### src/rtl/ser_pkg.sv
// constants and carrier types for the status and event reporting block
// assumes one clock domain and a parser that decodes host messages into commands
package ser_pkg;

   // summary status byte bit positions
   localparam int STB_ERRQ = 2;
   localparam int STB_QSUM = 3;
   localparam int STB_MSG = 4;
   localparam int STB_ESUM = 5;
   localparam int STB_SREQ = 6;
   localparam int STB_OSUM = 7;
   localparam logic [7:0] STB_SREQ_MASK = 8'hBF;

   // standard event register bit positions
   localparam int ESR_DONE = 0;
   localparam int ESR_QERR = 2;
   localparam int ESR_DEV = 3;
   localparam int ESR_EXEC = 4;
   localparam int ESR_PARSE = 5;
   localparam int ESR_KEY = 6;
   localparam int ESR_PWR = 7;
   localparam logic [7:0] ESR_RESET = 8'h80;
   localparam logic [7:0] ESR_WR_MASK = 8'hFD;

   // error queue
   localparam int QDEPTH = 8;
   localparam logic [3:0] QFULL = 4'h8;
   localparam logic [3:0] QLAST = 4'h7;

   // error codes, 16-bit two's complement
   localparam logic signed [15:0] ERR_NONE = 16'h0000;
   localparam logic signed [15:0] ERR_CMD = 16'hFF9C;     // -100
   localparam logic signed [15:0] ERR_EXEC_HI = 16'hFF38;  // -200
   localparam logic signed [15:0] ERR_EXEC_LO = 16'hFF22;  // -222
   localparam logic signed [15:0] ERR_HW = 16'hFF10;      // -240
   localparam logic signed [15:0] ERR_DEV_HI = 16'hFED4;  // -300
   localparam logic signed [15:0] ERR_OVF = 16'hFEA2;     // -350
   localparam logic signed [15:0] ERR_QRY_HI = 16'hFE66;  // -410
   localparam logic signed [15:0] ERR_QRY_LO = 16'hFE52;  // -430

   typedef enum logic [3:0] {
      CMD_NONE = 4'h0,
      CMD_STB_Q = 4'h1,
      CMD_ESR_Q = 4'h2,
      CMD_ESE_W = 4'h3,
      CMD_ESE_Q = 4'h4,
      CMD_SRE_W = 4'h5,
      CMD_SRE_Q = 4'h6,
      CMD_ERR_Q = 4'h7,
      CMD_DONE = 4'h8,
      CMD_CLS = 4'h9,
      CMD_QEN_W = 4'hA,
      CMD_QEN_Q = 4'hB,
      CMD_QEV_Q = 4'hC,
      CMD_OEN_W = 4'hD,
      CMD_OEN_Q = 4'hE,
      CMD_OEV_Q = 4'hF
   } ser_cmd_op_t;

   typedef enum logic [1:0] {
      DONE_IDLE = 2'b01,
      DONE_WAIT = 2'b10
   } ser_done_st_t;

   typedef struct packed {
      logic valid;
      ser_cmd_op_t op;
      logic [15:0] data;
   } ser_cmd_t;

   typedef struct packed {
      logic valid;
      logic signed [15:0] code;
   } ser_err_t;

   typedef struct packed {
      logic valid;
      logic [15:0] data;
   } ser_rsp_t;

   typedef struct packed {
      logic valid;
      logic [7:0] data;
   } ser_poll_t;

   typedef struct packed {
      logic key_s1;
      logic key_s2;
      logic key_s3;
      logic [15:0] qcond_prev;
      logic [15:0] qst_ev;
      logic [15:0] qst_en;
      logic [15:0] opst_en;
      logic [7:0] esr;
      logic [7:0] ese;
      logic [7:0] sre;
      logic [QDEPTH-1:0][15:0] eq;
      logic [3:0] ecnt;
      logic msg_avail;
      logic [15:0] oq_data;
      ser_done_st_t done_st;
      logic [7:0] stb;
      logic srq;
      ser_poll_t poll;
   } ser_state_t;

endpackage : ser_pkg

### src/rtl/ser_core.sv
// status byte, standard event register, enables, error queue and output queue
// assumes commands arrive already decoded on MCLK_I; local key is an async pin
//
// What this block does
// - status bits 0 and 1 always read zero
// - bit 2 set while error queue nonempty
// - bit 3 summarises enabled questionable events
// - bit 4 set while output queue holds response
// - bit 5 summarises enabled standard events
// - bit 6 signals service request, read by poll
// - bit 7 summarises operation events with enable
// - poll and status query return current bits
// - operation complete set once pending work ends
// - event bit1 zero; query, device errors set 2,3
// - execution error sets 4, command error 5
// - local key press sets event bit 6
// - power-up sets event bit 7
// - event register query returns then clears
// - event enable mask writable and readable, aligned
// - summary is OR of status AND enable
// - operation enable exists; operation status stays zero
// - service request mask selects requesting status bits
// - new message clears the output queue
// - errors queued first-in first-out, query pops oldest
// - overflow stores -350, blocks until read/cleared
// - queued codes set matching event bits
// - event bits latch on rising condition
// - latched event bit holds until read or cleared
module ser_core
   import ser_pkg::*;
(
   // clock and reset
   input wire logic MCLK_I,
   input wire logic RST_I,
   // decoded host commands and message framing
   input wire ser_cmd_t CMD_I,
   input wire logic MSG_START_I,
   input wire logic OQ_READ_I,
   input wire logic SPOLL_I,
   // event sources
   input wire ser_err_t ERR_I,
   input wire logic OPS_BUSY_I,
   input wire logic LOCAL_KEY_I,
   input wire logic [15:0] QUESTIONABLE_SUMMARY_BIT_COND_I,
   // status outputs
   output logic [7:0] STB_O,
   output logic SRQ_O,
   output ser_rsp_t RSP_O,
   output ser_poll_t POLL_O
);

   ser_state_t q;
   ser_state_t s;
   logic [7:0] esr_set;
   logic [7:0] esr_clr;
   logic [15:0] qst_set;
   logic [15:0] qst_clr;
   logic [7:0] stb_n;
   logic key_rise;
   logic do_pop;
   logic do_cls;

   function automatic logic [7:0] code_to_esr(input logic signed [15:0] code);
      logic [7:0] m;
      m = 8'h00;
      if (code == ERR_CMD) begin
         m[ESR_PARSE] = 1'b1;
      end else if (code <= ERR_EXEC_HI && code >= ERR_EXEC_LO) begin
         m[ESR_EXEC] = 1'b1;
      end else if (code == ERR_HW || (code <= ERR_DEV_HI && code >= ERR_OVF)) begin
         m[ESR_DEV] = 1'b1;
      end else if (code <= ERR_QRY_HI && code >= ERR_QRY_LO) begin
         m[ESR_QERR] = 1'b1;
      end
      return m;
   endfunction : code_to_esr

   always_comb begin
      s = q;
      esr_set = 8'h00;
      esr_clr = 8'h00;
      qst_set = 16'h0000;
      qst_clr = 16'h0000;
      stb_n = 8'h00;
      do_pop = 1'b0;
      do_cls = 1'b0;
      s.poll = '0;

      // local key pin synchroniser and press detect
      s.key_s1 = LOCAL_KEY_I;
      s.key_s2 = q.key_s1;
      s.key_s3 = q.key_s2;
      key_rise = q.key_s2 & ~q.key_s3;
      if (key_rise) begin
         esr_set[ESR_KEY] = 1'b1;
      end

      // questionable conditions latch on rising edge only
      s.qcond_prev = QUESTIONABLE_SUMMARY_BIT_COND_I;
      qst_set = QUESTIONABLE_SUMMARY_BIT_COND_I & ~q.qcond_prev;

      // operation-complete wait
      case (q.done_st)
         DONE_IDLE: begin
            if (CMD_I.valid && CMD_I.op == CMD_DONE) begin
               s.done_st = DONE_WAIT;
            end
         end
         DONE_WAIT: begin
            if (!OPS_BUSY_I) begin
               esr_set[ESR_DONE] = 1'b1;
               s.done_st = DONE_IDLE;
            end
         end
         default: begin
            s.done_st = DONE_IDLE;
         end
      endcase

      // output queue cleared by a new message or a host read
      if (MSG_START_I || OQ_READ_I) begin
         s.msg_avail = 1'b0;
      end

      if (CMD_I.valid) begin
         case (CMD_I.op)
            CMD_STB_Q: begin
               s.oq_data = {8'h00, q.stb};
               s.msg_avail = 1'b1;
            end
            CMD_ESR_Q: begin
               s.oq_data = {8'h00, q.esr};
               s.msg_avail = 1'b1;
               esr_clr = 8'hFF;
            end
            CMD_ESE_W: begin
               s.ese = CMD_I.data[7:0];
            end
            CMD_ESE_Q: begin
               s.oq_data = {8'h00, q.ese};
               s.msg_avail = 1'b1;
            end
            CMD_SRE_W: begin
               s.sre = CMD_I.data[7:0] & STB_SREQ_MASK;
            end
            CMD_SRE_Q: begin
               s.oq_data = {8'h00, q.sre};
               s.msg_avail = 1'b1;
            end
            CMD_ERR_Q: begin
               s.oq_data = (q.ecnt == 4'h0) ? ERR_NONE : q.eq[0];
               s.msg_avail = 1'b1;
               do_pop = (q.ecnt != 4'h0);
            end
            CMD_CLS: begin
               do_cls = 1'b1;
               esr_clr = 8'hFF;
               qst_clr = 16'hFFFF;
            end
            CMD_QEN_W: begin
               s.qst_en = CMD_I.data;
            end
            CMD_QEN_Q: begin
               s.oq_data = q.qst_en;
               s.msg_avail = 1'b1;
            end
            CMD_QEV_Q: begin
               s.oq_data = q.qst_ev;
               s.msg_avail = 1'b1;
               qst_clr = 16'hFFFF;
            end
            CMD_OEN_W: begin
               s.opst_en = CMD_I.data;
            end
            CMD_OEN_Q: begin
               s.oq_data = q.opst_en;
               s.msg_avail = 1'b1;
            end
            CMD_OEV_Q: begin
               s.oq_data = 16'h0000;
               s.msg_avail = 1'b1;
            end
            default: begin
            end
         endcase
      end

      // error queue: pop or clear first, then push
      if (do_cls) begin
         s.ecnt = 4'h0;
      end else if (do_pop) begin
         for (int i = 0; i < QDEPTH - 1; i++) begin
            s.eq[i] = q.eq[i+1];
         end
         s.eq[QDEPTH-1] = 16'h0000;
         s.ecnt = q.ecnt - 4'h1;
      end
      if (ERR_I.valid && ERR_I.code != ERR_NONE) begin
         if (s.ecnt < QLAST) begin
            s.eq[s.ecnt[2:0]] = ERR_I.code;
            s.ecnt = s.ecnt + 4'h1;
            esr_set = esr_set | code_to_esr(ERR_I.code);
         end else if (s.ecnt == QLAST) begin
            s.eq[QLAST[2:0]] = ERR_OVF;
            s.ecnt = QFULL;
            esr_set = esr_set | code_to_esr(ERR_OVF);
         end
      end

      // event registers: set wins over clear, held until read or cleared
      s.esr = ((q.esr & ~esr_clr) | esr_set) & ESR_WR_MASK;
      s.qst_ev = (q.qst_ev & ~qst_clr) | qst_set;

      // summary status byte from next state
      stb_n[STB_ERRQ] = (s.ecnt != 4'h0);
      stb_n[STB_QSUM] = |(s.qst_ev & s.qst_en);
      stb_n[STB_MSG] = s.msg_avail;
      stb_n[STB_ESUM] = |(s.esr & s.ese);
      stb_n[STB_OSUM] = |(16'h0000 & s.opst_en);
      stb_n[STB_SREQ] = |(stb_n & s.sre & STB_SREQ_MASK);
      s.stb = stb_n;
      s.srq = stb_n[STB_SREQ];

      if (SPOLL_I) begin
         s.poll.valid = 1'b1;
         s.poll.data = q.stb;
      end
   end

   always_ff @(posedge MCLK_I) begin
      if (RST_I) begin
         q <= '0;
         q.esr <= ESR_RESET;
         q.done_st <= DONE_IDLE;
      end else begin
         q <= s;
      end
   end

   assign STB_O = q.stb;
   assign SRQ_O = q.srq;
   assign RSP_O = '{valid: q.msg_avail, data: q.oq_data};
   assign POLL_O = q.poll;
endmodule : ser_core

### config.mk
export PLATFORM = sky130hd
export DESIGN_NAME = ser_core
export DESIGN_NICKNAME = d
export VERILOG_FILES = /design/src/rtl/ser_pkg.sv /design/src/rtl/ser_core.sv
export SDC_FILE = /design/constraint.sdc
export NUM_CORES = 1
export LEC_CHECK = 0
export BUFFER_PORTS_ARGS = -buffer_cell sky130_fd_sc_hd__clkbuf_2
export CAP_MARGIN = 20
export CELL_PAD_IN_SITES_DETAIL_PLACEMENT = 0
export CELL_PAD_IN_SITES_GLOBAL_PLACEMENT = 1
export CORE_MARGIN = 2
export CORE_UTILIZATION = 45
export CTS_CLUSTER_SIZE = 30
export DETAILED_ROUTE_END_ITERATION = 6
export PLACE_DENSITY_LB_ADDON = 0.3
export SKIP_LAST_GASP = 1
export SLEW_MARGIN = 10
export SYNTH_ARGS = -nofsm -noshare
export SYNTH_HDL_FRONTEND = slang
export SYNTH_SLANG_ARGS = --single-unit
### constraint.sdc
create_clock -name MCLK_I -period 3.9 [get_ports MCLK_I]
set_clock_uncertainty 0.15 [all_clocks]
set_input_delay 0.78 -clock MCLK_I [delete_from_list [all_inputs] [get_ports MCLK_I]]
set_output_delay 0.78 -clock MCLK_I [all_outputs]
set_load 0.01 [all_outputs]
# Yosys cells after proc, flatten, opt, wreduce, memory -nomap -nowiden
# Cells that the tools add are included.
[word_totals]
ff_bits = 260
in_bits = 61
out_inout_bits = 35
word_cells = 149
[classes]
n_addsub = 2
magnitude_cmp = 9
eq_ne = 22
n_mux = 51
bitwise = 15
n_reduce_logical = 22
[ops]
columns = ["operator", "n"]
rows = [
  ["$mux W132", 2],
  ["$pmux W17 S9", 1],
  ["$mux W16", 9],
  ["$bwmux W128", 1],
  ["$mux W128", 1],
  ["$mux W112", 1],
  ["$and A16 B16 Y16", 3],
  ["$demux W16 S3", 1],
  ["$eq A4 B4 Y1 const B", 8],
  ["$ge A16 B10 Y1 const B", 2],
  ["$le A16 B10 Y1 const B", 2],
  ["$mux W32", 1],
  ["$mux W8", 4],
  ["$not A16 Y16", 2],
  ["$eq A4 B3 Y1 const B", 5],
  ["$mux W17", 1],
  ["$and A8 B8 Y8", 2],
  ["$eq A16 B8 Y1 const B", 1],
  ["$eq A16 B9 Y1 const B", 1],
  ["$ge A16 B9 Y1 const B", 1],
  ["$le A16 B9 Y1 const B", 1],
  ["$mux W4", 4],
  ["$or A16 B16 Y16", 1],
  ["$reduce_bool A16 Y1", 1],
  ["other kinds (32)", 65],
]

# Depth between registers and ports, before layout
[logic_depth]
ltp_word = 16
mapped_depth = 12
mapped_depth_nobuf = 12

# Worst setup path before layout
# Ideal clock, no wire load.
[synth_path]
path_type = "input -> register"
startpoint = "input CMD_I[19] in the netlist's numbering"
endpoint = "register q (netlist bit STB_O[6])"
setup_ps = 95
arrival_time_ps = 3027
required_time_ps = 3655
path_slack_ps = 627
path_stages = 11
path_buffers = 1
path_cell_list = "buf_2 -> nand2b_1 -> nor4_2 -> o211ai_1 -> inv_1 -> ha_1 -> o2111ai_1 -> a311o_1 -> o221ai_1 -> nor3_1 -> o311ai_1"
[synth_via]
elab_chain_len = 14
word_cells_on_any_way = 54
cone_classes = "1 x add/sub; 1 x order compare; 14 x eq/ne; 23 x mux; 9 x bitwise; 6 x reduce/logical"
[synth_lines]
columns = ["item", "line", "rtl"]
rows = [
  ["start, declared", "ser_core.sv:36", "input wire ser_cmd_t CMD_I,"],
  ["parallel branches: the longest is 12 deep, another holds $lt A4 B3 Y1", "-", ""],
  ["$and A6 B8 Y8 *", "ser_core.sv:220", "stb_n[STB_SREQ] = |(stb_n & s.sre & STB_SREQ_MASK);"],
  ["$reduce_or A7 Y1 *", "ser_core.sv:220", ""],
  ["end signal, assigned", "ser_core.sv:236", "q <= s;"],
  ["end, declared", "ser_core.sv:52", "ser_state_t q;"],
]
# Mark *: on every way between the ends.
# A chain may end at the register's enable or synchronous reset.

# Worst setup path in the final report
[layout_path]
startpoint = "register q[37] in the netlist's numbering"
endpoint = "register q (netlist bit STB_O[6])"
[layout_via]
elab_chain_len = 14
word_cells_on_any_way = 21
cone_classes = "2 x add/sub; 1 x order compare; 1 x eq/ne; 10 x mux; 3 x bitwise; 4 x reduce/logical"
[layout_lines]
columns = ["item", "line", "rtl"]
rows = [
  ["parallel branches: the longest is 3 deep, another holds $sub A4 B1 Y4", "-", ""],
  ["$mux W132 *", "ser_core.sv:191", "end else if (do_pop) begin"],
  ["$mux W4 *", "ser_core.sv:189", "if (do_cls) begin"],
  ["parallel branches: the longest is 7 deep, another holds $lt A4 B3 Y1", "-", ""],
  ["$and A6 B8 Y8 *", "ser_core.sv:220", ""],
  ["$reduce_or A7 Y1 *", "ser_core.sv:220", ""],
]
# Marks and branches as above.

==> summary.md <==
| Metric | Value |
|---|---|
| Status | finished clean |
| RD Place Congestion | ~0.87 |
| Leak pwr | approximately 4.4 nW |
| Final min period | 3.37 ns |
| CP Capture Type | flop |
| Pwr Density | around 460 nW/µm² |
| Worst hold-check path type | flop to flop |
| Synth top area share | roughly 45% |
| Crit Path Max Fanout | 7 |
| Syn Inst Count | 1,394 |
| FP Rows | 57 |
| Fillers | 2,399 |
| Hold Vio Cnt, Final | 0 |
| Detailed Routing Iterations Pass 1 | 6 |
| Period utilization | 86.3% |
| #FFs+latches synth | 250 |
| Setup TNS Final | 0 ns |
| Most frequent cells in the layout | nand2_1 (293), dfxtp_1 (250), nor2_1 (172) |
| DRC viols | 0 |
| Seq/Total Area, Yosys | between 40 and 50% |
| Post-cts hold buffer count | 0 |
| ANT nets after route | 0 |
| CTS Buf Count | 28 |
| Startpoint Class | flop |
| Worst-skew pair later-pin latency | 0.54 ns |
| Post-DP HPWL | between 20,000 and 25,000 µm |
| Dpl cell area | 11,600 µm² |
| Vias | 10.1k |
| Antenna violations before repair | 0 |
| # setup viols final | 0 |
| First-pass GRT wire length | slightly above 50,000 µm |
| Critical path class | flop to flop |
| Root buffer cell | clkbuf_16 |
| CTS Buffer Depth | 3 |
| Final core utilization | 51.5% |
| # Max-Cap Violations | 0 |
| Actual transition at the worst max-transition pin | 0.957 ns |
| All-Layer GR Usage | around a quarter |
| Fmax | 297 MHz |
| H-tree depth | 1 |
| Initial DRC count | between 900 and 1k |
| Slew HR | a little over a third |
| Unique masters post-synth | 66 |
| Crit path launch | q[37] |
| Routed WL | around 32,000 µm |
| CTS tree | done |
| Reg2Reg Setup Slack | 0.53 ns |
| Wirelength per Cell | 18.4 µm |
| Cell Count, Final, Fillers Out | between 1.5k and 2k |
| Reg-to-Reg Start | q[37] |
| CP arrival | about 3.7 ns |
| Largest net degree at the start of global routing | approximately 90 |
| Num ports | 96 |
| Top cell type by total area after synthesis | dfxtp_1 |
| Final net count | 1,461 |
| Final slew viol count | 0 |
| Die Span Y | 162 µm |
| Antenna Cells | 0 |
| Reg2reg end | STB_O[6] |
| Core area | 24,400 µm² |
| Total power | a little under 6 mW |
| RSZ-0062 raised after global routing | no |
| Synth Cell Area | approximately 11,000 µm² |
| Gr ovfl total | 0 |
| Die X-Extent | roughly 160 µm |
| CTS clk-pin slew, worst paths | 0.06 ns |
| CP endpoint | STB_O[6] |
| Number of buffers added on ports | between 80 and 90 |
| Vias in the first global route | 9,366 |
| Number of flops mapped to enable cells by yosys | 0 |
| Initial core utilization | 46.0% |
| Fraction of layout cells with a size suffix above 1 | 13.2% |
| Yosys warning total | 0 |
| Post-route cell area | 12,600 µm² |
| Most area-consuming cells after synthesis | dfxtp_1 (45%), nand2_1 (9.8%), a311oi_1 (9.7%) |
| Commonest non-fill, non-tap cell in the layout | nand2_1 |
| Via density | 5.81 |
| VDD IR max | 271 µV |
| Die ar. | 26,200 µm² |
| FFs w/ async S/R, synth | 0% |
| Post-CTS setup buffer count | 0 |
| CTS sink cnt | 250 |
| Area delta synth->final | 12.1% |
| Worst Path Required | 4.19 ns |
| Synth Flop Type | dfxtp_1 |
| Syn_area_per_cell | 8.04 µm² |
| FF-to-FF path depth | 11 |
| Placed Cells | 1,691 |
| PostCTS Resize Cnt | 0 |
-- power by group --
group / internal, mW / total (mW) / switching (mW)
registers: 2.65 / 2.71 / 0.0568
clock network: 1.61 / 2.66 / 1.05
logic: 0.157 / 0.473 / 0.315
total: 4.41 / 5.84 / 1.42
-- registers in the layout, summed over array words and instances (netlist names) --
register and flops:
q 223, RSP_O 16, POLL_O 6, STB_O 5
-- cells in the mapped netlist (all sizes together) (3+ instances only) --
master / number
mux2: 6
nand4: 10
a31oi: 4
nor3b: 3
nand2b: 17
o21ai: 47
a2111oi: 7
buf: 63
nand3b: 6
a21oi: 68
a221oi: 3
dfxtp: 250
a22oi: 22
mux2i: 10
nor3: 19
o21a: 5
a222oi: 20
a22o: 7
nand2: 293
a311oi: 124
o31a: 3
nor4: 8
nor2: 174
clkbuf: 90
and4: 3
o2111ai: 3
inv: 17
and2: 21
nand3: 26
and3: 4
nor2b: 28
-- cells by family (layout without fill, tap and decap cells) --
kind of cell / count (synthesis) / in the layout / synth area share (%)
AOI/OAI and AO/OA: 332 / 332 / 21.9
xor gates and xnor gates: 2 / 2 / 0.156
adders and majority gates: 2 / 2 / 0.223
buffers and inverters: 170 / 190 / 7.14
DFF: 250 / 250 / 44.6
muxes: 16 / 16 / 1.60
other: 1 / 6 / 0.0335
and+or+nand+nor: 621 / 621 / 24.3
-- layer usage --
metal | up-vias | part of all wire, % | global-route usage, %
met3 | 45 | 6.2 | 3.40
li1 | 4949 | - | -
met4 | 0 | 1.9 | 5.59
met1 | 4778 | 47 | 34.6
met2 | 347 | 45 | 37.8
met5 | - | 0 | 0
-- layout make-up --
class	count	area [µm²]	share of cell area, %
clock buffer	44	882	7.02
clock inverter	7	63.8	0.508
inverter	17	63.8	0.508
multi-input combinational	979	5450	43.3
sequential	250	5000	39.8
tap	324	405	3.23
timing repair buffer	122	699	5.57
-- stage by stage --
step	hold WS, ns	setup slack, ns
after detailed placement	0.281	0.0254
after global routing	0.311	0.241
after global placement	0.279	0.0607
after CTS	0.295	0.569
final	0.286	0.532
after floorplan	0.264	0.627
-- worst max-delay path, cell delays in order (launching register included) --
cell,delay [ns]
dfxtp_1,0.35
inv_1,0.09
ha_1,0.20
or3b_4,0.44
nand3_4,0.11
mux2i_2,0.37
ha_1,0.33
o2111ai_1,0.26
a311o_1,0.36
o221ai_1,0.21
nor3_1,0.10
o311ai_1,0.29
-- worst min-delay path by stage --
stage,slack [ns],cells after the start,from,endpoint
after global placement,0.28,1,q[259],q[258]
after floorplan,0.26,1,q[259],q[258]
final,0.29,1,q[259],q[258]
after detailed placement,0.28,1,q[259],q[258]
after global routing,0.31,1,q[259],q[258]
after CTS,0.29,1,q[259],q[258]
Power figures use the tool's default switching activity.
